$ cat config.mk
export PLATFORM = sky130hd
export DESIGN_NAME = flash_program_erase_controller
export DESIGN_NICKNAME = d
export VERILOG_FILES = /design/src/rtl/flash_access_check.v /design/src/rtl/flash_program_erase_controller.v
export VERILOG_INCLUDE_DIRS = /design/src /design/src/rtl
export SDC_FILE = /design/constraint.sdc
export NUM_CORES = 1
export LEC_CHECK = 0
export ABC_AREA = 0
export BUFFER_PORTS_ARGS = -buffer_cell sky130_fd_sc_hd__buf_2
export CORE_MARGIN = 2
export CORE_UTILIZATION = 51
export DETAILED_ROUTE_END_ITERATION = 10
export GPL_ROUTABILITY_DRIVEN = 1
export PLACE_DENSITY = 0.87
export SLEW_MARGIN = 20
export SYNTH_ARGS = -nofsm -noshare
export SYNTH_HDL_FRONTEND = slang
export SYNTH_SLANG_ARGS = --single-unit
export TNS_END_PERCENT = 20
$ cat constraint.sdc
create_clock -name clk_sys -period 4 [get_ports clk_sys]
set_input_delay 0.8 -clock clk_sys [delete_from_list [all_inputs] [get_ports clk_sys]]
set_output_delay 0.8 -clock clk_sys [all_outputs]
set_load 0.005 [all_outputs]
$ cat src/rtl/flash_ctrl_defs.vh
// Named constants for the flash program and erase controller.
// Assumes an 8-bit register file with 12-bit addresses.
`ifndef FLASH_CTRL_DEFS_VH
`define FLASH_CTRL_DEFS_VH

// ==========================================================
// Register file addresses
`define FLASH_CTRL_ADDR     12'hff8
`define FLASH_PSEL_ADDR     12'hff9

// ==========================================================
// Control register command codes
`define CMD_RESET           8'h00
`define CMD_KEY1            8'h73
`define CMD_KEY2            8'h8c
`define CMD_PAGE_ERASE      8'h95
`define CMD_SEL_PROTECT     8'h5e
`define CMD_MASS_ERASE      8'ha5

// ==========================================================
// Array geometry and option bits
`define PAGE_SHIFT          9
`define MAX_SECTORS         8
`define OPT_FWP_BIT         0
`define ERASED_BYTE         8'hff

// ==========================================================
// Reset values
`define RST_BYTE            8'h00
`define RST_LOCK            8'h00

// ==========================================================
// Status byte bit positions
`define ST_BUSY_BIT         0
`define ST_OPEN_BIT         1
`define ST_MASS_BIT         2
`define ST_SELP_BIT         3

`endif

$ cat src/rtl/flash_access_check.v
// Permission check for one page against sector locks and option bits.
// Assumes the page index is at least three bits wide.
`timescale 1ns/10ps
`include "flash_ctrl_defs.vh"

module flash_access_check #(
  parameter PAGE_W      = 4,
  parameter SEC_SHIFT   = 1,
  parameter NUM_SECTORS = 8
) (
  input  wire [PAGE_W-1:0] page,
  input  wire [7:0]        sector_lock,
  input  wire              write_protect,
  input  wire              high_lock,
  input  wire              mass_mode,
  output wire              allowed
);

  localparam integer TOP_SEC = NUM_SECTORS - 1;

  wire [PAGE_W-1:0] shifted = page >> SEC_SHIFT;
  wire [2:0]        sector  = shifted[2:0];

  // ==========================================================
  // Decision
  // Both option bits clear blocks everything outside mass mode; high lock only spares low sectors
  assign allowed = ~sector_lock[sector] &
                   (mass_mode | write_protect |
                    (high_lock & (sector != TOP_SEC[2:0])));

endmodule // flash_access_check

$ cat src/rtl/flash_program_erase_controller.v
// Flash program and erase controller: unlock sequence, page and mass erase,
// byte programming, sector protection. Assumes an array that reports each
// finished operation with arr_done and returns the addressed byte on arr_rdata
// one cycle after arr_addr is set.
// Register strobes and stores are one-cycle pulses qualified by clk_en.
// Option bits are stable levels taken from the array at start-up.
// Functional notes
// Pages of 512 bytes in eight 64-byte rows; erase clears a whole page.
// A sector is one page on 4KB parts, two pages on 8KB parts.
// Lowest two program bytes hold option bits; write-protect comes from byte 0.
// Both option bits zero: user programming and erase blocked; debug mass erase allowed.
// Write-protect option one enables programming and erase everywhere.
// Any reset leaves the controller locked.
// Unlock: page select, then 73H then 8CH to control, in that order.
// Page select rewritten: same value activates page, different value relocks.
// 95H with a page active erases it unless its sector is protected.
// Any other control value after unlock relocks.
// Mass erase only accepted from the debug port.
// Programmed page stays open for more bytes; a control write relocks it.
// At most eight sectors, each an eighth of memory or one page.
// 5EH maps sector protect onto FF9H; other values restore page select.
// 00H returns the controller to its reset state; the code only relocks, keeping page select and sector protect bits.
// Sector protect bits only set by writes, cleared only by reset.
// Program and erase refused on a protected sector.
// Programming only in erase modes: mass opens all, page opens its page.
// Erased byte is FFH; programming only clears bits.
// Core held idle while a byte programs; clock keeps running.
// Software must not program one byte more than twice between erases.
// Page number is address divided by 512; stores checked against it.
`timescale 1ns/10ps
`include "flash_ctrl_defs.vh"

module flash_program_erase_controller #(
  parameter MEM_AW = 13
) (
  input  wire              clk_sys,
  input  wire              rst_b,
  input  wire              clk_en,
  input  wire              reg_wr,
  input  wire              reg_rd,
  input  wire              reg_from_debug,
  input  wire [11:0]       reg_addr,
  input  wire [7:0]        reg_wdata,
  output reg  [7:0]        reg_rdata,
  input  wire              mem_wr,
  input  wire [MEM_AW-1:0] mem_addr,
  input  wire [7:0]        mem_wdata,
  input  wire [7:0]        option_byte0,
  input  wire              option_high_sector_lock,
  input  wire [7:0]        arr_rdata,
  input  wire              arr_done,
  output reg  [MEM_AW-1:0] arr_addr,
  output reg  [7:0]        arr_wdata,
  output reg               arr_prog,
  output reg               arr_page_erase,
  output reg               arr_mass_erase,
  output reg               cpu_stall
);

  // ==========================================================
  // Geometry
  localparam PAGE_W      = MEM_AW - `PAGE_SHIFT;
  localparam PAGES       = 1 << PAGE_W;
  // Sector size doubles, to at most eight pages, until at most eight sectors remain
  localparam SEC_SHIFT   = (PAGES > 32) ? 3 : (PAGES > 16) ? 2 : (PAGES > 8) ? 1 : 0;
  localparam NUM_SECTORS = PAGES >> SEC_SHIFT;
  localparam [`PAGE_SHIFT-1:0] PAGE_BASE = {`PAGE_SHIFT{1'b0}};

  // ==========================================================
  // States
  localparam [8:0] S_LOCKED  = 9'h001;
  localparam [8:0] S_KEY1    = 9'h002;
  localparam [8:0] S_KEY2    = 9'h004;
  localparam [8:0] S_PAGE    = 9'h008;
  localparam [8:0] S_MASS    = 9'h010;
  localparam [8:0] S_ERASE   = 9'h020;
  localparam [8:0] S_PROG_RD = 9'h040;
  localparam [8:0] S_PROG_GO = 9'h080;
  localparam [8:0] S_PROG_WT = 9'h100;

  reg [8:0]        state;
  reg [7:0]        page_sel;
  reg [7:0]        sector_write_lock;
  reg              sel_protect;
  reg              mass_mode;
  reg [MEM_AW-1:0] prog_addr;
  reg [7:0]        prog_data;
  reg [7:0]        status;

  wire             option_write_protect = option_byte0[`OPT_FWP_BIT];
  wire [PAGE_W-1:0] active_page = page_sel[PAGE_W-1:0];
  wire [PAGE_W-1:0] store_page  = mem_addr[MEM_AW-1:`PAGE_SHIFT];
  wire             erase_ok;
  wire             prog_ok;

  // ==========================================================
  // Request decode
  wire ctrl_wr   = reg_wr & (reg_addr == `FLASH_CTRL_ADDR);
  wire psel_wr   = reg_wr & (reg_addr == `FLASH_PSEL_ADDR);
  // Busy covers every state in which the array owns arr_addr
  wire busy      = (state == S_ERASE) | (state == S_PROG_RD) |
                   (state == S_PROG_GO) | (state == S_PROG_WT);
  wire page_open = (state == S_PAGE) | (state == S_MASS);

  // Page numbers past the array relock rather than wrap onto a low page
  wire page_in_range = (page_sel >> PAGE_W) == 8'h00;

  // Page select is frozen from the second key on, so an open page
  // cannot be swapped for another without a fresh unlock
  wire psel_load = psel_wr & ~sel_protect & ~page_open & (state != S_KEY2);

  // Mass erase needs the debug port and a clear protect map
  wire mass_req  = ctrl_wr & (reg_wdata == `CMD_MASS_ERASE) & reg_from_debug &
                   (sector_write_lock == `RST_LOCK);
  wire erase_req = ctrl_wr & (reg_wdata == `CMD_PAGE_ERASE) & erase_ok;

  // A store in the same cycle as a control write loses to the write
  wire store_req = mem_wr & prog_ok &
                   (mass_mode | (store_page == active_page));

  // ==========================================================
  // Permission checks
  flash_access_check #(
    .PAGE_W      (PAGE_W),
    .SEC_SHIFT   (SEC_SHIFT),
    .NUM_SECTORS (NUM_SECTORS)
  ) erase_check (
    .page          (active_page),
    .sector_lock   (sector_write_lock),
    .write_protect (option_write_protect),
    .high_lock     (option_high_sector_lock),
    .mass_mode     (1'b0),
    .allowed       (erase_ok)
  );

  flash_access_check #(
    .PAGE_W      (PAGE_W),
    .SEC_SHIFT   (SEC_SHIFT),
    .NUM_SECTORS (NUM_SECTORS)
  ) prog_check (
    .page          (store_page),
    .sector_lock   (sector_write_lock),
    .write_protect (option_write_protect),
    .high_lock     (option_high_sector_lock),
    .mass_mode     (mass_mode),
    .allowed       (prog_ok)
  );

  // ==========================================================
  // Status byte
  always @* begin
    status                = `RST_BYTE;
    status[`ST_BUSY_BIT]  = busy;
    status[`ST_OPEN_BIT]  = page_open;
    status[`ST_MASS_BIT]  = mass_mode;
    status[`ST_SELP_BIT]  = sel_protect;
  end

  // ==========================================================
  // Register read port
  // Reads have no side effects, so polling during an operation is safe
  always @(posedge clk_sys or negedge rst_b) begin
    if (!rst_b) begin
      reg_rdata <= `RST_BYTE;
    end else if (clk_en && reg_rd) begin
      if (reg_addr == `FLASH_PSEL_ADDR) begin
        reg_rdata <= sel_protect ? sector_write_lock : page_sel;
      end else if (reg_addr == `FLASH_CTRL_ADDR) begin
        reg_rdata <= status;
      end else begin
        reg_rdata <= `RST_BYTE;
      end
    end
  end

  // ==========================================================
  // Protect map select
  always @(posedge clk_sys or negedge rst_b) begin
    if (!rst_b) begin
      sel_protect <= 1'b0;
    end else if (clk_en && !busy && ctrl_wr) begin
      sel_protect <= (reg_wdata == `CMD_SEL_PROTECT);
    end
  end

  // ==========================================================
  // Page select and sector protect
  // Writes are ignored while the array is busy so a late debug write
  // cannot alter the page under an erase in flight
  always @(posedge clk_sys or negedge rst_b) begin
    if (!rst_b) begin
      page_sel          <= `RST_BYTE;
      sector_write_lock <= `RST_LOCK;
    end else if (clk_en && !busy) begin
      if (psel_wr && sel_protect) begin
        sector_write_lock <= sector_write_lock | reg_wdata;
      end else if (psel_load) begin
        page_sel <= reg_wdata;
      end
    end
  end

  // ==========================================================
  // Sequencer
  always @(posedge clk_sys or negedge rst_b) begin
    if (!rst_b) begin
      state          <= S_LOCKED;
      mass_mode      <= 1'b0;
      prog_addr      <= {MEM_AW{1'b0}};
      prog_data      <= `ERASED_BYTE;
      arr_addr       <= {MEM_AW{1'b0}};
      arr_wdata      <= `ERASED_BYTE;
      arr_prog       <= 1'b0;
      arr_page_erase <= 1'b0;
      arr_mass_erase <= 1'b0;
      cpu_stall      <= 1'b0;
    end else if (clk_en) begin
      arr_prog       <= 1'b0;
      arr_page_erase <= 1'b0;
      arr_mass_erase <= 1'b0;
      case (state)
        S_LOCKED: begin
          mass_mode <= 1'b0;
          if (ctrl_wr && reg_wdata == `CMD_KEY1) begin
            state <= S_KEY1;
          end
        end
        S_KEY1: begin
          if (ctrl_wr) begin
            state <= (reg_wdata == `CMD_KEY2) ? S_KEY2 : S_LOCKED;
          end else if (psel_wr) begin
            state <= S_LOCKED;
          end
        end
        S_KEY2: begin
          if (ctrl_wr) begin
            state <= S_LOCKED;
          end else if (psel_wr && !sel_protect) begin
            if (reg_wdata == page_sel && page_in_range) begin
              state <= S_PAGE;
            end else begin
              state <= S_LOCKED;
            end
          end
        end
        S_PAGE, S_MASS: begin
          if (ctrl_wr) begin
            if (erase_req) begin
              arr_addr       <= {active_page, PAGE_BASE};
              arr_page_erase <= 1'b1;
              mass_mode      <= 1'b0;
              cpu_stall      <= 1'b1;
              state          <= S_ERASE;
            end else if (mass_req) begin
              arr_addr       <= {MEM_AW{1'b0}};
              arr_mass_erase <= 1'b1;
              mass_mode      <= 1'b1;
              cpu_stall      <= 1'b1;
              state          <= S_ERASE;
            end else begin
              state <= S_LOCKED;
            end
          end else if (store_req) begin
            prog_addr <= mem_addr;
            prog_data <= mem_wdata;
            arr_addr  <= mem_addr;
            cpu_stall <= 1'b1;
            state     <= S_PROG_RD;
          end
        end
        S_ERASE: begin
          // The array alone decides how long an erase takes
          if (arr_done) begin
            cpu_stall <= 1'b0;
            state     <= mass_mode ? S_MASS : S_PAGE;
          end
        end
        S_PROG_RD: begin
          // One cycle for the array to return the old byte
          state <= S_PROG_GO;
        end
        S_PROG_GO: begin
          // Old byte folded in so a store can never set a bit
          arr_wdata <= prog_data & arr_rdata;
          arr_addr  <= prog_addr;
          arr_prog  <= 1'b1;
          state     <= S_PROG_WT;
        end
        S_PROG_WT: begin
          if (arr_done) begin
            cpu_stall <= 1'b0;
            state     <= mass_mode ? S_MASS : S_PAGE;
          end
        end
        default: begin
          cpu_stall <= 1'b0;
          state     <= S_LOCKED;
        end
      endcase
    end
  end

endmodule // flash_program_erase_controller

==> metrics, run 1 <==
initial antenna violation count=0; final cell count without fillers=611; Worst-Skew Late Latency=350 ps; # DRC=0; Filler cells=626; DRT Wirelength=10.15 mm; area of the multi-input gates=2133 µm²; Crit. End Element=flip-flop; Clock Path Buffers=2; Via density=5.699; area leader, netlist=dfrtp_1; # diodes=0; Post-synth EDFFs=0; gr usage total=22.65%; worst path required time=4240 ps; largest cells by area after synthesis=dfrtp_1 (37%), dfstp_2 (10%), mux2_2 (9.9%); Die W=96.24 µm; syn_nets=478; Worst EP arrival=3180 ps; initial cell density of the core=52.81%; Hold Fails Final Rpt=0; clk_skew=10.68 ps; share of layout cells above drive strength 1=37.94%; Tightest Hold Check Type=input port to async pin; Final GP Congestion=0.8853; R2R Setup Slk=1050 ps; Num CTS Buffers=9; status=finished, final reports clean; core footprint=8217 µm²; Rows=33; PnR Total Power=1920 µW; Static Leak=0.002519 µW; CTS clk-pin slew, worst paths=90 ps; Avg Cell Area, Syn=10.53 µm²; Synth warnings=0; setup TNS=0 ps; first-pass GRT wire length=15.92 mm; DP HPWL=7.238 mm; Register Area=2048 µm²; Tmin final=2947 ps; commonest non-fill, non-tap cell in the layout=buf_2; unrepaired setup endpoints after global routing=false; Remaining Overflow, GRT=0; crit path max fanout=13; post-CTS setup buffers=0; startpoint types=flip-flop; max_slew headroom=45.25%; Peak VDD IR=0.0002930 V; Pre-antenna DRT Iters=4; Max Slew Vio Count=0; clock root cell=clkbuf_8; Synth top area share=36.91%; Async S/R FF share, synth=100.0%; Primary FF master, synth=dfrtp_1; most frequent cells in the layout=buf_2 (90), nand2_1 (64), dfrtp_1 (64), mux2_2 (38), o21ai_0 (33); Die ar.=9262 µm²; hold_ws=369.1 ps; placed cell count=594; Pwr per Cell Area=375.3 nW/µm²; FF+latch count, synth=81; TritonCTS clock tree=done; number of hold buffers added after CTS=0; sequential cell area fraction in the yosys report=47.20%; Final nets=567; Mapped Area=4339 µm²; part of the cycle the worst path needs=73.68%; synthesized instance count=412; P&R area growth vs syn=17.91%; vias in the first global route=3,412; final setup violation count=0; # Max-Cap Violations=0; post-CTS sizing=0; Synth cell types=53; Iter 0 DRT Violations=224; WL per Instance=16.61 µm; I/O pin count=99; CTS sink cnt=81; worst slew pin tran=816.8 ps; H-tree depth=3; WS Path Type=flip-flop to flip-flop; Final ANT Viol Nets=0; Max Clock Freq=339.3 MHz; largest net degree at the start of global routing=82; die height=96.24 µm; via count of the routed design=3,482; IO Port Bufs=91
==> state kept, by name (all words and copies together), names as in the netlist <==
signal and count:
arr_addr 13, prog_addr 13, state 9, arr_wdata 8, page_sel 8, prog_data 8
reg_rdata 8, sector_write_lock 8, arr_mass_erase 1, arr_page_erase 1, arr_prog 1, cpu_stall 1
mass_mode 1, sel_protect 1
==> metal layers <==
metal | GRT usage, % | part of all wire (%) | wire length (µm) | vias up
met5 | 0 | 0 | 0 | -
li1 | - | - | - | 1657
met2 | 38.54 | 52 | 5282 | 95
met1 | 28.71 | 42 | 4289 | 1716
met3 | 4.307 | 4.3 | 437 | 14
met4 | 8.214 | 1.4 | 138 | 0
==> cell families after synthesis <==
group | share of synthesized area (%)
AO/OA/AOI/OAI | 9.026
buffers and inverters | 3.633
XOR/XNOR | 2.624
AND/OR/NAND/NOR | 19.29
multiplexers | 18.22
flip-flops | 47.20
==> worst max-delay path: stages (launching register included) <==
cell,delay [ps]
dfrtp_1,550
mux4_2,560
mux2_4,280
nor4_4,410
nor4_4,130
a211oi_4,230
buf_4,290
mux2_2,370
==> layout make-up <==
class | count | area share (%)
clock buffer | 12 | 3.473
inverter | 11 | 0.8070
clock inverter | 4 | 1.052
tap | 105 | 2.568
multi-input combinational | 300 | 41.70
timing repair buffer | 98 | 10.37
sequential | 81 | 40.03
==> stage by stage <==
| step | cell area (µm²) | utilization (%) | setup WS, ps |
|---|---|---|---|
| 6_report | 5116 | 62.27 | 1053 |
| 2_1_floorplan | 4339 | - | 1093 |
| 5_1_grt | 5116 | 62.27 | 916.6 |
| 3_3_place_gp | 4857 | 59.11 | 834.1 |
| 4_1_cts | 5089 | 61.93 | 1061 |
| 3_5_place_dp | 4857 | 59.11 | 796.9 |
==> cells in the mapped netlist (2+ instances only) <==
cell and n:
buf_6 3, mux2_2 38, nor4_4 3, nor4_1 7, o21ai_0 33, and3_1 3, nand3b_1 2, or3_1 2
a31oi_1 5, clkbuf_1 12, mux2i_1 13, xor2_1 6, nand3_1 25, dfstp_2 17, inv_1 11, mux2_4 11
nor3_2 2, nor3_1 7, nand4_1 6, nand4b_1 3, nor4bb_1 3, a21o_1 7, dfrtp_1 64, nor2_1 20
nand2_1 64, o211ai_1 2, buf_1 2, a21oi_1 7, mux4_2 3, xnor2_1 7, and4_1 2
==> report_power, final <==
part / switching, µW / total [µW] / leakage (µW) / internal, µW
combinational: 162 / 322 / 0.00137 / 159
sequential: 41.6 / 917 / 0.00103 / 875
clock: 313 / 682 / 0.000118 / 369
==> final timing paths <==
kind                                   start  cells past startpoint      endpoint
worst min-delay path                   rst_b                      1   page_sel[6]
max in group asynchronous              rst_b                      2  prog_data[3]
worst max-delay path             page_sel[2]                      7   arr_addr[0]
worst min register to register  arr_wdata[5]                      2  arr_wdata[5]
worst max register to register   page_sel[2]                      7   arr_addr[0]
min in group clk_sys            arr_wdata[5]                      2  arr_wdata[5]
(Power assumes the default switching activity.)
==> run 2: changes to the inputs <==
CORE_UTILIZATION = 49   (was 51)
clock period = 2.6 ns   (was 4 ns; I/O delays follow)
==> run 2 against run 1 <==
Effect of this change: setup slack got worse by 900 ps; clock skew rose by 8.5 ps; worst hold slack worse by 320 ps.
==> metrics, run 2 (synthesized netlist as in run 1, its figures left out) <==
Max Slew Vio Count=0 (unchanged); Crit. End Element=flip-flop (unchanged); clock root cell=clkbuf_8 (unchanged); hold_ws=53.75 ps (was 369.1 ps); P&R area growth vs syn=22.23% (was 17.91%); Static Leak=0.002643 µW (was 0.002519 µW); largest net degree at the start of global routing=82 (unchanged); CTS sink cnt=81 (unchanged); Filler cells=699 (was 626); initial cell density of the core=50.25% (was 52.81%); unrepaired setup endpoints after global routing=false (unchanged); Worst-Skew Late Latency=370 ps (was 350 ps); status=finished, final reports clean (unchanged); crit path max fanout=13 (unchanged); share of layout cells above drive strength 1=40.94% (was 37.94%); WS Path Type=flip-flop to flip-flop (unchanged); via count of the routed design=3,656 (was 3,482); cell family with most CP delay=multiplexers (unchanged); startpoint types=flip-flop (unchanged); first-pass GRT wire length=17.47 mm (was 15.92 mm); pre-CTS setup slack=-41.46 ps (was 796.9 ps); CP max stage cell=mux4_2 (unchanged); worst slew pin tran=540.0 ps (was 816.8 ps); H-tree depth=3 (unchanged); biggest regs=arr_addr (13), prog_addr (13), state (9) (unchanged); worst path required time=2850 ps (was 4240 ps); Pwr per Cell Area=555.0 nW/µm² (was 375.3 nW/µm²); Iter 0 DRT Violations=330 (was 224); post-CTS sizing=0 (unchanged); I/O pin count=99 (unchanged); CP bufs+invs=1 (unchanged); IO Port Bufs=91 (unchanged); Clock Path Buffers=2 (unchanged); Die W=98.11 µm (was 96.24 µm); # diodes=0 (unchanged); gr usage total=22.42% (was 22.65%); most frequent cells in the layout=buf_2 (90), nand2_1 (64), dfrtp_1 (64), mux2_2 (38), o21ai_0 (33) (unchanged); Pre-antenna DRT Iters=5 (was 4); Final GP Congestion=0.9553 (was 0.8853); setup TNS=0 ps (unchanged); Hold Fails Final Rpt=0 (unchanged); vias in the first global route=3,662 (was 3,412); Critical Path Max Stage Delay=490 ps (was 560 ps); part of the cycle the worst path needs=93.95% (was 73.68%); Final WS setup=157.2 ps (was 1053 ps); initial antenna violation count=0 (unchanged); crit path cell chain=mux4_2, mux2_4, nor4_4, nor4_4, a211oi_4, buf_12, mux2_2 (was mux4_2, mux2_4, nor4_4, nor4_4, a211oi_4, buf_4, mux2_2); Max Clock Freq=409.4 MHz (was 339.3 MHz); Rows=34 (was 33); Tmin final=2443 ps (was 2947 ps); Most Frequent Cell on Critical Path=nor4_4 (unchanged); DRT Wirelength=10.64 mm (was 10.15 mm); M1 WL=4.339 mm (was 4.289 mm); Peak VDD IR=0.0003205 V (was 0.0002930 V); max_slew headroom=63.72% (was 45.25%); commonest non-fill, non-tap cell in the layout=buf_2 (unchanged); # Max-Cap Violations=0 (unchanged); die height=98.11 µm (was 96.24 µm); final setup violation count=0 (unchanged); Via density=5.730 (was 5.699); WL per Instance=16.67 µm (was 16.61 µm); clk_skew=19.20 ps (was 10.68 ps); Num CTS Buffers=9 (unchanged); post-CTS setup buffers=0 (unchanged); met2 WL post-DR=5.412 mm (was 5.282 mm); PnR Total Power=2944 µW (was 1920 µW); TritonCTS clock tree=done (unchanged); Die ar.=9625 µm² (was 9262 µm²); # DRC=0 (unchanged); Final nets=591 (was 567); Tightest Hold Check Type=input port to async pin (unchanged); WL met3=658 µm (was 437 µm); Remaining Overflow, GRT=0 (unchanged); DP HPWL=7.748 mm (was 7.238 mm); top sig layer=met4 (unchanged); Final ANT Viol Nets=0 (unchanged); Worst EP arrival=2690 ps (was 3180 ps); core footprint=8636 µm² (was 8217 µm²); number of hold buffers added after CTS=0 (unchanged); CTS clk-pin slew, worst paths=100 ps (was 90 ps)
run 2: cell count changes in the layout (fill, tap and decap cells not counted), sizes merged:
| cell | delta |
|---|---|
| buf | +24 |
| clkinv | +1 |
| inv | +1 |
| clkbuf | -2 |
run 2: cell type report:
type	count	area (µm²)	share of cell area (%)
Sequential cell	81	2048	38.62
Multi-Input combinational cell	300	2133	40.22
Tap cell	108	135.1	2.548
Clock inverter	6	72.57	1.368
Timing Repair Buffer	122	735.7	13.87
Clock buffer	10	137.6	2.595
Inverter	11	41.29	0.7785
run 2: stage by stage:
stage,utilization [%],instances,instance area (µm²)
detailed placement,58.66,621,5066
finish,61.42,638,5304
CTS,61.10,637,5276
global placement,58.66,621,5066
floorplan,-,412,4339
global route,61.42,638,5304
run 2: worst paths after layout:
check	startpoint	endpoint	slack [ps]	cells after the start
worst max register to register	sector_write_lock[3]	arr_addr[11]	160	7
max in group asynchronous	rst_b	state[0]	1890	2
worst min register to register	prog_data[0]	arr_wdata[0]	480	2
worst max-delay path	sector_write_lock[3]	arr_addr[11]	160	7
min in group clk_sys	arr_rdata[5]	arr_wdata[5]	340	3
worst min-delay path	rst_b	arr_addr[3]	50	1
run 2: routing by layer:
layer | vias to the layer above | track usage (%)
met5 | - | 0
met4 | 0 | 8.333
met3 | 24 | 5.440
met2 | 137 | 37.51
met1 | 1789 | 28.34
li1 | 1706 | -
run 2: where the power goes:
part | switching [µW] | internal [µW] | leakage [µW] | total (µW)
Combinational | 263 | 274 | 0.00150 | 536
Sequential | 67.1 | 1350 | 0.00103 | 1410
Clock | 510 | 484 | 0.000109 | 994
Total | 840 | 2100 | 0.00264 | 2940
